## src/hdl/sd_adc_pkg.sv

```systemverilog
package sd_adc_pkg;
   // Conversion geometry
   localparam int unsigned RES_BITS    = 15;
   localparam int unsigned LOOP_BITS   = 16;
   localparam int unsigned SAMPLE_LEN  = 32768;
   localparam logic [LOOP_BITS-1:0] LOOP_LAST = 16'h7fff;
   localparam logic [LOOP_BITS-1:0] LOOP_RST  = 16'h0000;
   localparam logic [LOOP_BITS-1:0] ONES_RST  = 16'h0000;
   localparam logic [RES_BITS-1:0]  RESULT_RST = 15'h0000;
   // Reference level in millivolts, seen by the comparator
   localparam int unsigned REF_MV = 1200;
   // Motion threshold on the result difference
   localparam logic [RES_BITS-1:0] DIFF_THRESH_RST = 15'h0040;
   // Clock
   localparam int unsigned CLK_MHZ = 200;
endpackage : sd_adc_pkg

```

## src/hdl/sd_adc.sv

```systemverilog
`timescale 1ns/1ps
// Function
// - Each sampled comparator decision drives the integrator feedback pin.
// - Comparator input is the only analog bit, against a 1.2 V reference.
// - Keep a loop counter and a count of ones on the feedback output.
// - Input below reference: decrement balance, drive feedback high.
// - Input above reference: increment balance, drive feedback low.
// - Fifteen-bit result; one sample spans 32768 decisions.
// - Motion event comes from difference of consecutive results.
module sd_adc (
   input  wire logic        SYS_CLK,
   input  wire logic        RST,
   input  wire logic        CMP_BELOW,
   input  wire logic [14:0] DIFF_THRESH,
   output logic             FB_OUT,
   output logic [14:0]      RESULT,
   output logic             RESULT_VALID,
   output logic [15:0]      BALANCE,
   output logic             MOTION
);
   localparam logic [15:0] ONE16 = 16'h0001;

   logic        cmp_below;
   logic        fb_ff;
   logic [15:0] loop_ff;
   logic [15:0] ones_ff;
   logic [15:0] bal_ff;
   logic [14:0] result_ff;
   logic [14:0] prev_ff;
   logic        have_prev_ff;
   logic        valid_ff;
   logic        motion_ff;
   logic        terminal;
   logic [15:0] nxt_ones;
   logic [14:0] new_result;
   logic [14:0] diff;

   // Absolute difference of two results
   function automatic logic [14:0] abs_diff(input logic [14:0] a,
                                            input logic [14:0] b);
      abs_diff = (a >= b) ? (a - b) : (b - a);
   endfunction : abs_diff

   // Step of one up or down, shared by the loop, balance and gap counters
   function automatic logic [15:0] step_one(input logic [15:0] v,
                                            input logic        up);
      step_one = up ? (v + ONE16) : (v - ONE16);
   endfunction : step_one

   // Comparator is asynchronous to the system clock
   sd_sync u_sync (
      .SYS_CLK  (SYS_CLK),
      .RST      (RST),
      .ASYNC_IN (CMP_BELOW),
      .SYNC_OUT (cmp_below)
   );

   // Decode of terminal count and result
   assign terminal   = (loop_ff == sd_adc_pkg::LOOP_LAST);
   assign nxt_ones   = ones_ff + (fb_ff ? ONE16 : 16'h0000);
   // Full-scale 32768 ones saturates to the 15-bit maximum
   assign new_result = nxt_ones[15] ? 15'h7fff : nxt_ones[14:0];
   assign diff       = abs_diff(new_result, prev_ff);

   // Feedback drive follows the sampled decision
   always_ff @(posedge SYS_CLK or posedge RST) begin
      if (RST) begin
         fb_ff <= 1'b0;
      end else begin
         fb_ff <= cmp_below;
      end
   end

   // Balance counter: down when charging, up when discharging
   always_ff @(posedge SYS_CLK or posedge RST) begin
      if (RST) begin
         bal_ff <= sd_adc_pkg::LOOP_RST;
      end else if (terminal) begin
         bal_ff <= sd_adc_pkg::LOOP_RST;
      end else if (cmp_below) begin
         bal_ff <= step_one(bal_ff, 1'b0);
      end else begin
         bal_ff <= step_one(bal_ff, 1'b1);
      end
   end

   // Loop and ones counters
   always_ff @(posedge SYS_CLK or posedge RST) begin
      if (RST) begin
         loop_ff <= sd_adc_pkg::LOOP_RST;
         ones_ff <= sd_adc_pkg::ONES_RST;
      end else if (terminal) begin
         loop_ff <= sd_adc_pkg::LOOP_RST;
         ones_ff <= sd_adc_pkg::ONES_RST;
      end else begin
         loop_ff <= step_one(loop_ff, 1'b1);
         ones_ff <= nxt_ones;
      end
   end

   // Result latch, strobe and motion compare
   always_ff @(posedge SYS_CLK or posedge RST) begin
      if (RST) begin
         result_ff    <= sd_adc_pkg::RESULT_RST;
         prev_ff      <= sd_adc_pkg::RESULT_RST;
         have_prev_ff <= 1'b0;
         valid_ff     <= 1'b0;
         motion_ff    <= 1'b0;
      end else begin
         valid_ff  <= terminal;
         motion_ff <= terminal && have_prev_ff && (diff > DIFF_THRESH);
         if (terminal) begin
            result_ff    <= new_result;
            prev_ff      <= new_result;
            have_prev_ff <= 1'b1;
         end
      end
   end

   assign FB_OUT       = fb_ff;
   assign RESULT       = result_ff;
   assign RESULT_VALID = valid_ff;
   assign BALANCE      = bal_ff;
   assign MOTION       = motion_ff;

   // Checks
   // Cycles since the last result strobe, for the period check
   logic [15:0] gap_ff;

   always_ff @(posedge SYS_CLK or posedge RST) begin
      if (RST) begin
         gap_ff <= sd_adc_pkg::LOOP_RST;
      end else if (RESULT_VALID) begin
         gap_ff <= ONE16;
      end else begin
         gap_ff <= step_one(gap_ff, 1'b1);
      end
   end

   // Feedback is the decision of one clock earlier
   AST_FB_FOLLOWS: assert property (
      @(posedge SYS_CLK) disable iff (RST)
      FB_OUT == $past(cmp_below))
      else $error("feedback does not follow comparator");

   // Strobe lasts a single clock
   AST_VALID_PULSE: assert property (
      @(posedge SYS_CLK) disable iff (RST)
      RESULT_VALID |=> !RESULT_VALID)
      else $error("valid strobe longer than one clock");

   // Terminal count gives a strobe and a fresh loop
   AST_VALID_AT_TERM: assert property (
      @(posedge SYS_CLK) disable iff (RST)
      terminal |=> RESULT_VALID && loop_ff == sd_adc_pkg::LOOP_RST)
      else $error("terminal count did not produce result");

   // Ones and balance restart from zero after terminal count
   AST_COUNT_CLEAR: assert property (
      @(posedge SYS_CLK) disable iff (RST)
      terminal |=> ones_ff == sd_adc_pkg::ONES_RST
         && bal_ff == sd_adc_pkg::LOOP_RST)
      else $error("counters not cleared at terminal count");

   // Loop counter advances by one each decision except at terminal count
   AST_LOOP_STEP: assert property (
      @(posedge SYS_CLK) disable iff (RST)
      !terminal |=> loop_ff == $past(loop_ff) + 16'h0001)
      else $error("loop counter did not step");

   // Strobes stand exactly one sample length apart
   AST_PERIOD: assert property (
      @(posedge SYS_CLK) disable iff (RST)
      RESULT_VALID |-> gap_ff == 16'(sd_adc_pkg::SAMPLE_LEN))
      else $error("sample length is not 32768 decisions");

   // Below reference: count down and charge
   AST_BAL_DOWN: assert property (
      @(posedge SYS_CLK) disable iff (RST)
      (cmp_below && !terminal) |=>
         bal_ff == $past(bal_ff) - 16'h0001 && FB_OUT)
      else $error("balance not decremented while charging");

   // Above reference: count up and discharge
   AST_BAL_UP: assert property (
      @(posedge SYS_CLK) disable iff (RST)
      (!cmp_below && !terminal) |=>
         bal_ff == $past(bal_ff) + 16'h0001 && !FB_OUT)
      else $error("balance not incremented while discharging");

   // Ones count grows only on a high feedback cycle
   AST_ONES_STEP: assert property (
      @(posedge SYS_CLK) disable iff (RST)
      !terminal |=>
         ones_ff == $past(ones_ff) + {15'h0000, $past(fb_ff)})
      else $error("ones count does not follow feedback");

   // Result only moves at terminal count
   AST_RESULT_HOLD: assert property (
      @(posedge SYS_CLK) disable iff (RST)
      !terminal |=> $stable(RESULT))
      else $error("result changed outside terminal count");

   // Motion only comes with a new result
   AST_MOTION_VALID: assert property (
      @(posedge SYS_CLK) disable iff (RST)
      MOTION |-> RESULT_VALID)
      else $error("motion without new result");

   // First result after reset has nothing to compare against
   AST_MOTION_PREV: assert property (
      @(posedge SYS_CLK) disable iff (RST)
      MOTION |-> $past(have_prev_ff))
      else $error("motion flagged without previous result");

   // Motion needs a step above the threshold
   AST_MOTION_OVER: assert property (
      @(posedge SYS_CLK) disable iff (RST)
      MOTION |-> abs_diff(RESULT, $past(prev_ff)) > DIFF_THRESH)
      else $error("motion flagged on a small step");

   // A large step between results never stays quiet
   AST_MOTION_UNDER: assert property (
      @(posedge SYS_CLK) disable iff (RST)
      RESULT_VALID && !MOTION && $past(have_prev_ff) |->
         abs_diff(RESULT, $past(prev_ff)) <= DIFF_THRESH)
      else $error("large step between results not flagged");

   // Main scenarios
   COV_RESULT: cover property (@(posedge SYS_CLK) disable iff (RST)
      RESULT_VALID);
   COV_MOTION: cover property (@(posedge SYS_CLK) disable iff (RST)
      MOTION);
   COV_QUIET: cover property (@(posedge SYS_CLK) disable iff (RST)
      RESULT_VALID && !MOTION && $past(have_prev_ff));
   COV_CHARGE: cover property (@(posedge SYS_CLK) disable iff (RST)
      FB_OUT ##1 !FB_OUT);
   COV_DISCHARGE: cover property (@(posedge SYS_CLK) disable iff (RST)
      !FB_OUT ##1 FB_OUT);
endmodule : sd_adc

```

## src/hdl/sd_sync.sv

```systemverilog
`timescale 1ns/1ps
// Three-stage synchroniser; change accepted when stages two and three agree
module sd_sync (
   input  wire logic SYS_CLK,
   input  wire logic RST,
   input  wire logic ASYNC_IN,
   output logic      SYNC_OUT
);
   logic s1_ff;
   logic s2_ff;
   logic s3_ff;
   logic out_ff;

   // Shift chain
   always_ff @(posedge SYS_CLK or posedge RST) begin
      if (RST) begin
         s1_ff  <= 1'b0;
         s2_ff  <= 1'b0;
         s3_ff  <= 1'b0;
         out_ff <= 1'b0;
      end else begin
         s1_ff <= ASYNC_IN;
         s2_ff <= s1_ff;
         s3_ff <= s2_ff;
         if (s2_ff == s3_ff) begin
            out_ff <= s3_ff;
         end
      end
   end

   assign SYNC_OUT = out_ff;
endmodule : sd_sync

```

## config.mk

```make
export PLATFORM = sky130hd
export DESIGN_NAME = sd_adc
export DESIGN_NICKNAME = d
export VERILOG_FILES = /design/src/hdl/sd_adc_pkg.sv /design/src/hdl/sd_adc.sv /design/src/hdl/sd_sync.sv
export SDC_FILE = /design/constraint.sdc
export NUM_CORES = 1
export LEC_CHECK = 0
export ABC_AREA = 1
export BUFFER_PORTS_ARGS = -buffer_cell sky130_fd_sc_hd__buf_2
export CAP_MARGIN = 20
export CORE_ASPECT_RATIO = 1.25
export CORE_MARGIN = 1.5
export CORE_UTILIZATION = 55
export DETAILED_ROUTE_END_ITERATION = 12
export PLACE_DENSITY = 0.74
export SYNTH_ARGS = -nofsm -noshare
export SYNTH_HDL_FRONTEND = slang
export SYNTH_HIERARCHICAL = 1
export SYNTH_SLANG_ARGS = --single-unit
export TNS_END_PERCENT = 20
```

## constraint.sdc

```tcl
create_clock -name SYS_CLK -period 5.9 [get_ports SYS_CLK]
set_input_delay 0.885 -clock SYS_CLK [delete_from_list [all_inputs] [get_ports SYS_CLK]]
set_output_delay 0.885 -clock SYS_CLK [all_outputs]
set_load 0.03 [all_outputs]
```

==> impl_metrics.tcl, run 1 <==
set metrics [dict create \
    port_buffers 51 \
    slowest_stage "dfrtp_1" \
    max_stage_delay_ns 0.34 \
    final_cells 955 \
    initial_core_util_pct 56.3 \
    ys_ff_latch 71 \
    overflow 0 \
    seq_area_sq_um 1780 \
    power_density_nw_per_um2 522 \
    path_class "register to register" \
    ys_seq_area_share_pct 31.2 \
    maxCapViolCount 0 \
    grt_pass1_wl_um 22600 \
    fill_cells 892 \
    setup_viol 0 \
    worstReg2RegStart "FB_OUT$_DFF_PP0_" \
    crit_start "FB_OUT$_DFF_PP0_" \
    dp_cells 939 \
    yosys_warnings 6 \
    clk_latency_ns 0.34 \
    status "finished, final reports clean" \
    synth_fp_nets 847 \
    ios 52 \
    firstDrtPassIters 5 \
    cp_num_buf_inv 3 \
    yosysTopAreaCell "dfrtp_1" \
    antenna_found_initial 0 \
    post-route-period-util_pct 80.7 \
    worst_slack_ns 1.14 \
    worstHoldPathType "register to register" \
    coreArea_sq_um 10100 \
    cts-resized-gates 0 \
    drive_above_1_share_pct 15.3 \
    gp_congestion 1.03 \
    r2r.worst_path.cells 29 \
    clockBufferDepth 2 \
    dieHeight_um 117 \
    syn_avg_cell_area_sq_um 7.44 \
    grt_pass1_vias 5243 \
    finalPower_mw 3.36 \
    htreeDepth 3 \
    cts_setup_buffers 0 \
    worst_pin_slew_ns 1.00 \
    cp_num_cells 29 \
    synthArstFlopShare_pct 100 \
    synthFlopType "dfrtp_1" \
    grtUsageTotal_pct 26.6 \
    crit_path_start_kind "register" \
    grt_max_degree 68 \
    crit_top_cell "nand2_1" \
    nets 903 \
    synth_area_leaders "dfrtp_1 31%, ha_1 13%, nand2_1 9.1%" \
    crit_fanout 18 \
    drt_wl_total_um 13600 \
    rrSetupSlack_ns 1.14 \
    cts_hold_buf 0 \
    cts_sinks 71 \
    drv_slew 0 \
    rsz0062_at_grt "false" \
    drcViolationCount 0 \
    end_kind "register" \
    row_count 41 \
    clockRootBuffer "clkbuf_16" \
    slew_headroom_pct 33.1 \
    fin_tns_setup_ns 0 \
    fmax_ghz 0.210 \
    holdWs_ns 0.365 \
    leakagePower_nw 3.54 \
    wl_per_cell_um 14.3 \
    synth_top_area_share_pct 31.2 \
    yosysMostFrequentCell "nand2_1" \
    synthToLayoutAreaGrowth_pct 13.1 \
    skew_ns 0.0119 \
    r2r_end "MOTION$_DFF_PP0_" \
    cts_made_buffers 9 \
    whs_path_depth 0 \
    dieArea_sq_um 11000 \
    cts_tree "yes" \
    cp.required_ns 6.12 \
    dr.first_iter.drc_count 224 \
    multi_input_area_sq_um 3320 \
    ir_drop_uv 324 \
    cp.arrival_ns 4.98 \
    dieWidth_um 94 \
    ys_top_cells_by_count "138 x nand2_1, 133 x inv_1, 81 x nor2_1" \
    worstSetupEndpoint "MOTION$_DFF_PP0_" \
    synthCells 765 \
    synth_edf_count 0 \
    vias 5083 \
    synth.distinct_cells 43 \
    dp_hpwl_um 10600 \
    syn-cell-area_sq_um 5690 \
    hold_viol 0 \
    n_antenna_cell 0 \
    pre_cts_ws_ns 1.20 \
    fin_crit_ns 4.76 \
    vias_per_cell 5.32 \
    crit_family "simple AND/OR/NAND/NOR gates" \
    clk_pin_slew_ns 0.06 \
    ant_nets 0 \
]
## metal layers
metal	vias to the layer above	routed length [um]	global-route usage (%)
li1	2565	-	-
met1	2347	5450	28.5
met2	137	7080	49.3
met3	34	591	3.84
met4	0	491	15.5
met5	-	0	0
## stage by stage
stage,util [%],area (sq um)
after floorplan,-,5690
after global placement,60.0,6070
after detailed placement,60.0,6070
after CTS,63.7,6440
after global routing,63.7,6440
final,63.7,6440
## how the worst min path moves through the flow
stage	from	end	slack [ns]
after detailed placement	u_sync/s1_ff$_DFF_PP0_	u_sync/s2_ff$_DFF_PP0_	0.34
after global routing	u_sync/s1_ff$_DFF_PP0_	u_sync/s2_ff$_DFF_PP0_	0.38
after CTS	u_sync/s1_ff$_DFF_PP0_	u_sync/s2_ff$_DFF_PP0_	0.37
after global placement	u_sync/s1_ff$_DFF_PP0_	u_sync/s2_ff$_DFF_PP0_	0.34
after floorplan	u_sync/s1_ff$_DFF_PP0_	u_sync/s2_ff$_DFF_PP0_	0.33
final	u_sync/s1_ff$_DFF_PP0_	u_sync/s2_ff$_DFF_PP0_	0.36
## power by group
group	switching [mW]	total (mW)	internal, mW
Clock	0.221	0.678	0.457
Combinational	1.31	2.06	0.745
Sequential	0.0580	0.626	0.568
## worst reg2reg max path, delay by kind of cell, from the launching register on
| family | cells | cell delay (ns) |
|---|---|---|
| DFF | 1 | 0.34 |
| buffers and inverters | 3 | 0.34 |
| AOI/OAI and AO/OA | 6 | 0.96 |
| adders and majority gates | 4 | 0.99 |
| and+or+nand+nor | 14 | 1.70 |
| xor gates and xnor gates | 2 | 0.30 |
## registers in the layout, summed over array words and instances (netlist names), 15 cells and up
signal / cells
BALANCE: 16
RESULT: 15
loop_ff: 16
ones_ff: 16
## kinds of logic (layout without fill, tap and decap cells)
group | Yosys count | in the layout | share of synthesized area (%)
XOR/XNOR | 31 | 31 | 4.77
flip-flops | 71 | 71 | 31.2
adder cells (fa/ha/maj) | 64 | 64 | 14.5
AND/OR/NAND/NOR | 314 | 314 | 26.0
AO/OA/AOI/OAI | 134 | 134 | 12.9
multiplexers | 1 | 1 | 0.176
buffers and inverters | 150 | 211 | 10.4
## layout make-up
type                       instances  area share (%)
multi-input combinational        544            51.6
sequential                        71            27.6
inverter                         142            8.32
timing repair buffer              53            4.20
clock buffer                       9            3.50
tap                              129            2.51
clock inverter                     7            2.26
## cell usage in the layout (no fill, tap or decap), types with 2 or more instances in the layout
master	instances
buf_2	51
o21ai_0	38
nand2_1	138
nand4_1	8
nand3_1	35
dfrtp_1	71
nand3b_1	3
clkbuf_16	9
nor2_4	5
clkinv_4	2
a21oi_1	61
bufinv_16	4
fa_1	3
nand4_2	2
inv_1	132
o21ai_1	15
a21o_1	5
ha_1	61
inv_2	9
xnor2_1	9
o21ai_2	3
xor2_1	22
nor2_1	81
nand2_2	12
buf_4	2
nor3_1	5
o221ai_1	2
nand3_2	8
a211oi_1	4
nor2_2	9
Note: power is estimated with default switching activity, not from simulation.
==> run 2: changes to the inputs <==
--- a/config.mk
+++ b/config.mk
@@ -12,7 +12,7 @@
 export CORE_MARGIN = 1.5
 export CORE_UTILIZATION = 55
 export DETAILED_ROUTE_END_ITERATION = 12
-export PLACE_DENSITY = 0.74
+export PLACE_DENSITY = 0.77
 export SYNTH_ARGS = -nofsm -noshare
 export SYNTH_HDL_FRONTEND = slang
 export SYNTH_HIERARCHICAL = 1
==> constraint.sdc (replaced) <==
create_clock -name SYS_CLK -period 3.8 [get_ports SYS_CLK]
set_input_delay 0.57 -clock SYS_CLK [delete_from_list [all_inputs] [get_ports SYS_CLK]]
set_output_delay 0.57 -clock SYS_CLK [all_outputs]
set_load 0.03 [all_outputs]
==> impl_metrics.tcl, run 2 (synthesis results as in run 1) <==
set metrics [dict create \
    status "finished, violations left" \
    violations "setup timing" \
    postLayoutCellArea_sq_um 7680 \
    row_count 41 \
    ant_nets 0 \
    wl_per_cell_um 15.0 \
    cts_tree "yes" \
    p_switching_mw 2.86 \
    coreArea_sq_um 10100 \
    drt_wl_total_um 16300 \
    firstDrtPassIters 5 \
    cp.arrival_ns 4.55 \
    clockBufferDepth 2 \
    drive_above_1_share_pct 31.0 \
    power_density_nw_per_um2 803 \
    fin_tns_setup_ns -0.486 \
    dr.first_iter.drc_count 310 \
    layout_commonest_cell "nand2_1" \
    skew_ns 0.00618 \
    overflow 0 \
    slew_headroom_pct 48.9 \
    end_kind "register" \
    path_class "register to register" \
    synthToLayoutAreaGrowth_pct 34.9 \
    cts_sinks 71 \
    grtUsageTotal_pct 30.6 \
    grt_pass1_vias 5732 \
    multi_input_area_sq_um 3610 \
    drcViolationCount 0 \
    crit_top_cell "ha_4" \
    n_antenna_cell 0 \
    htreeDepth 3 \
    cp.required_ns 4.07 \
    grt_max_degree 36 \
    dieArea_sq_um 11000 \
    intPower_mw 3.31 \
    dp_cells 1059 \
    maxCapViolCount 0 \
    utilization_pct 76.0 \
    dp_hpwl_um 12400 \
    crit_path_start_kind "register" \
    antenna_found_initial 0 \
    cts_hold_buf 0 \
    worstHoldPathType "primary input to async pin" \
    worst_pin_slew_ns 0.766 \
    gp_congestion 0.929 \
    nets 1036 \
    final_cells 1088 \
    power.share.combinational_pct 69.6 \
    setup_viol 1 \
    max_stage_delay_ns 0.38 \
    dieHeight_um 117 \
    hold_viol 0 \
    rsz0062_at_grt "true" \
    pwr-share-seq_pct 15.8 \
    clk_pin_slew_ns 0.06 \
    dieWidth_um 94 \
    leakagePower_nw 4.21 \
    crit_fanout 7 \
    initial_core_util_pct 56.3 \
    switching_share_pct 46.4 \
    clockRootBuffer "clkbuf_16" \
    slowest_stage "dfrtp_2" \
    fmax_ghz 0.233 \
    clkPwrFrac_pct 14.5 \
    crit_family "simple AND/OR/NAND/NOR gates" \
    seq_area_sq_um 1780 \
    ios 52 \
    worst_slack_ns -0.486 \
    port_buffers 51 \
    place_area_sq_um 7020 \
    fill_cells 735 \
    pre_cts_ws_ns -0.493 \
    clk_latency_ns 0.34 \
    cp_num_buf_inv 3 \
    vias_per_cell 5.21 \
    fin_crit_ns 4.29 \
    final_cell_mix "132 x nand2_1, 131 x inv_1, 130 x buf_4" \
    ir_drop_uv 483 \
    post-route-period-util_pct 113 \
    cts_made_buffers 9 \
    drv_slew 0 \
    vias 5669 \
    grt_pass1_wl_um 25700 \
]
## run 2: changes by cell type in the layout (fill, tap and decap cells not counted), moves of 6 or more
| cell | before | now |
|---|---|---|
| nor2_1 | 81 | 75 |
| buf_4 | 2 | 130 |
| ha_1 | 61 | 52 |
| a21oi_2 | 1 | 7 |
| a21oi_1 | 61 | 55 |
| ha_4 | 0 | 9 |
| nand2_1 | 138 | 132 |
## run 2: layout make-up
class / instances / area share [%]
clock buffers: 10 / 2.98
multi-input cells: 545 / 47.0
repair buffers: 185 / 16.6
well taps: 129 / 2.10
clock inverters: 6 / 1.12
flip-flops and latches: 71 / 23.2
inverters: 142 / 7.01
## run 2: power by group through the flow
stage	clock [mW]	sequential, mW	combinational (mW)
floorplan	0	1.14	2.37
global placement	0	0.977	3.64
detailed placement	0	0.984	3.76
CTS	0.900	0.977	4.07
global route	0.937	0.987	4.71
finish	0.896	0.977	4.29
## run 2: final timing paths
path	slack [ns]	cells after the start	from	endpoint
min in group SYS_CLK	0.33	1	CMP_BELOW	u_sync/s1_ff$_DFF_PP0_
worst min register to register	0.35	0	u_sync/s1_ff$_DFF_PP0_	u_sync/s2_ff$_DFF_PP0_
worst max register to register	-0.49	29	FB_OUT$_DFF_PP0_	MOTION$_DFF_PP0_
worst max-delay path	-0.49	29	FB_OUT$_DFF_PP0_	MOTION$_DFF_PP0_
worst min-delay path	0.11	2	RST	u_sync/s1_ff$_DFF_PP0_
max in group asynchronous	2.50	3	RST	ones_ff[5]$_DFF_PP0_
## run 2: timing repair
action / in CTS / in global routing
pin swaps: 28 / 21
cloned: 1 / 0
setup endpoints to repair: 1 / 1
gates resized for setup: 30 / 25
buffers inserted: 10 / 2
## run 2: layer usage
layer  track usage [%]  vias up  share of wire (%)
met2              58.0      138                 53
met3              3.32       52                3.3
met4              18.3        0                5.0
met5                 0        -                  0
met1              32.4     2643                 39
li1                  -     2836                  -
## run 2: through the flow
step	total power, mW	hold WS [ns]
3_5_place_dp	4.74	0.342
2_1_floorplan	3.51	0.331
6_report	6.17	0.110
4_1_cts	5.95	0.116
5_1_grt	6.63	0.142
3_3_place_gp	4.62	0.335
## run 2: worst reg2reg max path, delay by kind of cell, from the launching register on
| family | cells | cell delay, ns |
|---|---|---|
| AOI/OAI and AO/OA | 6 | 0.76 |
| xor gates and xnor gates | 2 | 0.28 |
| and+or+nand+nor | 14 | 1.59 |
| buffers and inverters | 3 | 0.37 |
| DFF | 1 | 0.38 |
| adders and majority gates | 4 | 0.84 |
==> run 3: changes to the inputs <==
--- a/config.mk
+++ b/config.mk
@@ -5,10 +5,9 @@
 export SDC_FILE = /design/constraint.sdc
 export NUM_CORES = 1
 export LEC_CHECK = 0
-export ABC_AREA = 1
 export BUFFER_PORTS_ARGS = -buffer_cell sky130_fd_sc_hd__buf_2
 export CAP_MARGIN = 20
-export CORE_ASPECT_RATIO = 1.25
+export CORE_ASPECT_RATIO = 0.75
 export CORE_MARGIN = 1.5
 export CORE_UTILIZATION = 55
 export DETAILED_ROUTE_END_ITERATION = 12
==> impl_metrics.tcl, run 3 <==
set metrics [dict create \
    dieArea_sq_um 10400 \
    clkPwrFrac_pct 14.6 \
    vias 5207 \
    synth_compound_area_share_pct 17.9 \
    crit_fanout 8 \
    rsz0062_at_grt "true" \
    path_class "register to register" \
    ir_drop_uv 638 \
    synth_edf_count 0 \
    ant_nets 0 \
    violations "setup timing" \
    syn-cell-area_sq_um 5370 \
    synth_xor_xnor_area_share_pct 8.78 \
    post-route-period-util_pct 120 \
    dieHeight_um 88.6 \
    wl_per_cell_um 17.4 \
    dr.first_iter.drc_count 422 \
    synthAdderAreaFrac_pct 15.5 \
    synthMuxAreaShare_pct 1.12 \
    maxCapViolCount 0 \
    crit_chain "nand4_2 > nor4_4 > buf_4 > xnor2_4 > buf_12 > nand2_1 > ha_2 > a21o_1 > or3_4 > o211ai_1 > o2bb2ai_4 > mux2i_1 > xor2_1 > ha_1 > o21a_1 > o21a_1 > o21a_1 > o21a_1 > o21ai_2 > a31oi_1" \
    setup_viol 1 \
    fmax_ghz 0.219 \
    cts_tree "yes" \
    cts_made_buffers 9 \
    intPower_mw 3.42 \
    overflow 0 \
    grt_pass1_wl_um 23900 \
    final_cell_mix "114 x buf_4, 70 x dfrtp_1, 62 x nor2_1" \
    row_count 31 \
    dp_hpwl_um 11100 \
    finalPower_mw 6.01 \
    synth_top_family_by_area "simple AND/OR/NAND/NOR gates" \
    synthFlopType "dfrtp_1" \
    nets 861 \
    synthCells 616 \
    clockBufferDepth 2 \
    firstDrtPassIters 5 \
    ys_seq_area_share_pct 33.1 \
    power.share.combinational_pct 69.0 \
    yosys.area_share.simple_pct 18.0 \
    port_buffers 51 \
    synth_top_area_share_pct 33.1 \
    n_antenna_cell 0 \
    crit_family "compound AO/OA/AOI/OAI gates" \
    clockRootBuffer "clkbuf_16" \
    synth_area_leaders "dfrtp_1 33%, ha_1 14%, xor2_1 4.6%" \
    synth.distinct_cells 62 \
    vias_per_cell 5.68 \
    holdWs_ns 0.109 \
    synthToLayoutAreaGrowth_pct 35.5 \
    drive_above_1_share_pct 31.3 \
    hold_viol 0 \
    drt_wl_total_um 15900 \
    worst_pin_slew_ns 1.03 \
    crit_top_cell "o21a_1" \
    cp_num_buf_inv 2 \
    cp.required_ns 4.01 \
    worstHoldPathType "primary input to async pin" \
    layout_commonest_cell "buf_4" \
    end_kind "register" \
    htreeDepth 3 \
    p_switching_mw 2.59 \
    coreArea_sq_um 9580 \
    pre_cts_ws_ns -0.837 \
    drv_slew 0 \
    pwr-share-seq_pct 16.4 \
    leakagePower_nw 3.63 \
    yosys_warnings 6 \
    status "finished, violations left" \
    synth_fp_nets 698 \
    slew_headroom_pct 31.2 \
    max_stage_delay_ns 0.40 \
    grt_pass1_vias 4903 \
    initial_core_util_pct 56.1 \
    grt_max_degree 40 \
    gp_congestion 0.968 \
    drcViolationCount 0 \
    clk_latency_ns 0.34 \
    yosysTopAreaCell "dfrtp_1" \
    dieWidth_um 117 \
    synthArstFlopShare_pct 100 \
    crit_path_start_kind "register" \
    yosysMostFrequentCell "dfrtp_1" \
    antenna_found_initial 0 \
    cts_sinks 71 \
    worst_slack_ns -0.766 \
    switching_share_pct 43.1 \
    clk_pin_slew_ns 0.06 \
    ys_top_cells_by_count "71 x dfrtp_1, 65 x nor2_1, 61 x ha_1" \
    slowest_stage "dfrtp_1" \
    grtUsageTotal_pct 30.3 \
    cp.arrival_ns 4.78 \
    power_density_nw_per_um2 826 \
    ys_ff_latch 71 \
    fin_crit_ns 4.57 \
    ios 52 \
    syn_avg_cell_area_sq_um 8.72 \
    skew_ns 0.00896 \
]
[run 3: final cells by class]
class	instances	area, sq um
clock buffer	10	239
clock inverter	6	67.6
fill	639	2300
inverter	56	210
multi-input combinational	471	3640
sequential	71	1780
tap	132	165
timing repair buffer	170	1180
[run 3: power groups by stage]
stage	registers, mW	logic (mW)	clock network, mW
after floorplan	1.16	2.36	0
after global placement	0.985	3.49	0
after detailed placement	0.992	3.64	0
after CTS	0.984	3.81	0.884
after global routing	0.999	4.51	0.910
final	0.987	4.15	0.875
[run 3: path summary, 6_finish.rpt]
path | start | endpoint | slack (ns) | depth (start not counted)
setup / recovery | ones_ff[3]$_DFF_PP0_ | MOTION$_DFF_PP0_ | -0.77 | 20
hold / removal | RST | u_sync/s2_ff$_DFF_PP0_ | 0.11 | 2
setup reg to reg | ones_ff[3]$_DFF_PP0_ | MOTION$_DFF_PP0_ | -0.77 | 20
hold reg to reg | u_sync/s1_ff$_DFF_PP0_ | u_sync/s2_ff$_DFF_PP0_ | 0.36 | 0
max in group asynchronous | RST | ones_ff[13]$_DFF_PP0_ | 2.60 | 3
min in group SYS_CLK | CMP_BELOW | u_sync/s1_ff$_DFF_PP0_ | 0.33 | 1
[run 3: timing repair]
action | CTS | global route
gates resized for setup | 18 | 34
hold buffers | 0 | 0
cloned | 1 | 0
setup buffers | 4 | 9
setup endpoints to repair | 1 | 1
pin swaps | 14 | 40
[run 3: worst register-to-register path: cells and delay by family (launching register included)]
family | cells | cell delay (ns)
fa+ha+maj | 2 | 0.51
mux | 1 | 0.28
buf+inv | 2 | 0.36
simple gates | 4 | 0.92
compound gates | 9 | 1.63
flops | 1 | 0.40
xor+xnor | 2 | 0.36
[run 3: layer usage]
layer  track usage (%)  part of all wire [%]
met1              39.7                    42
met2              51.1                    48
met3              5.27                   7.0
met4              10.3                   2.1
met5                 0                     0
[run 3: logic make-up after synthesis]
logic type | Yosys count
xor gates and xnor gates | 53
buffers and inverters | 75
AOI/OAI and AO/OA | 145
DFF | 71
and+or+nand+nor | 201
muxes | 6
adders and majority gates | 65
[run 3: stage by stage]
| step | std cells | setup TNS [ns] | utilization (%) | cell area (sq um) |
|---|---|---|---|---|
| final | 916 | -0.766 | 76.0 | 7280 |
| after global routing | 916 | -0.978 | 76.0 | 7280 |
| after CTS | 907 | -0.725 | 73.5 | 7040 |
| after detailed placement | 886 | -0.837 | 68.8 | 6590 |
| after global placement | 886 | -0.732 | 68.8 | 6590 |
| after floorplan | 616 | -0.621 | - | 5480 |
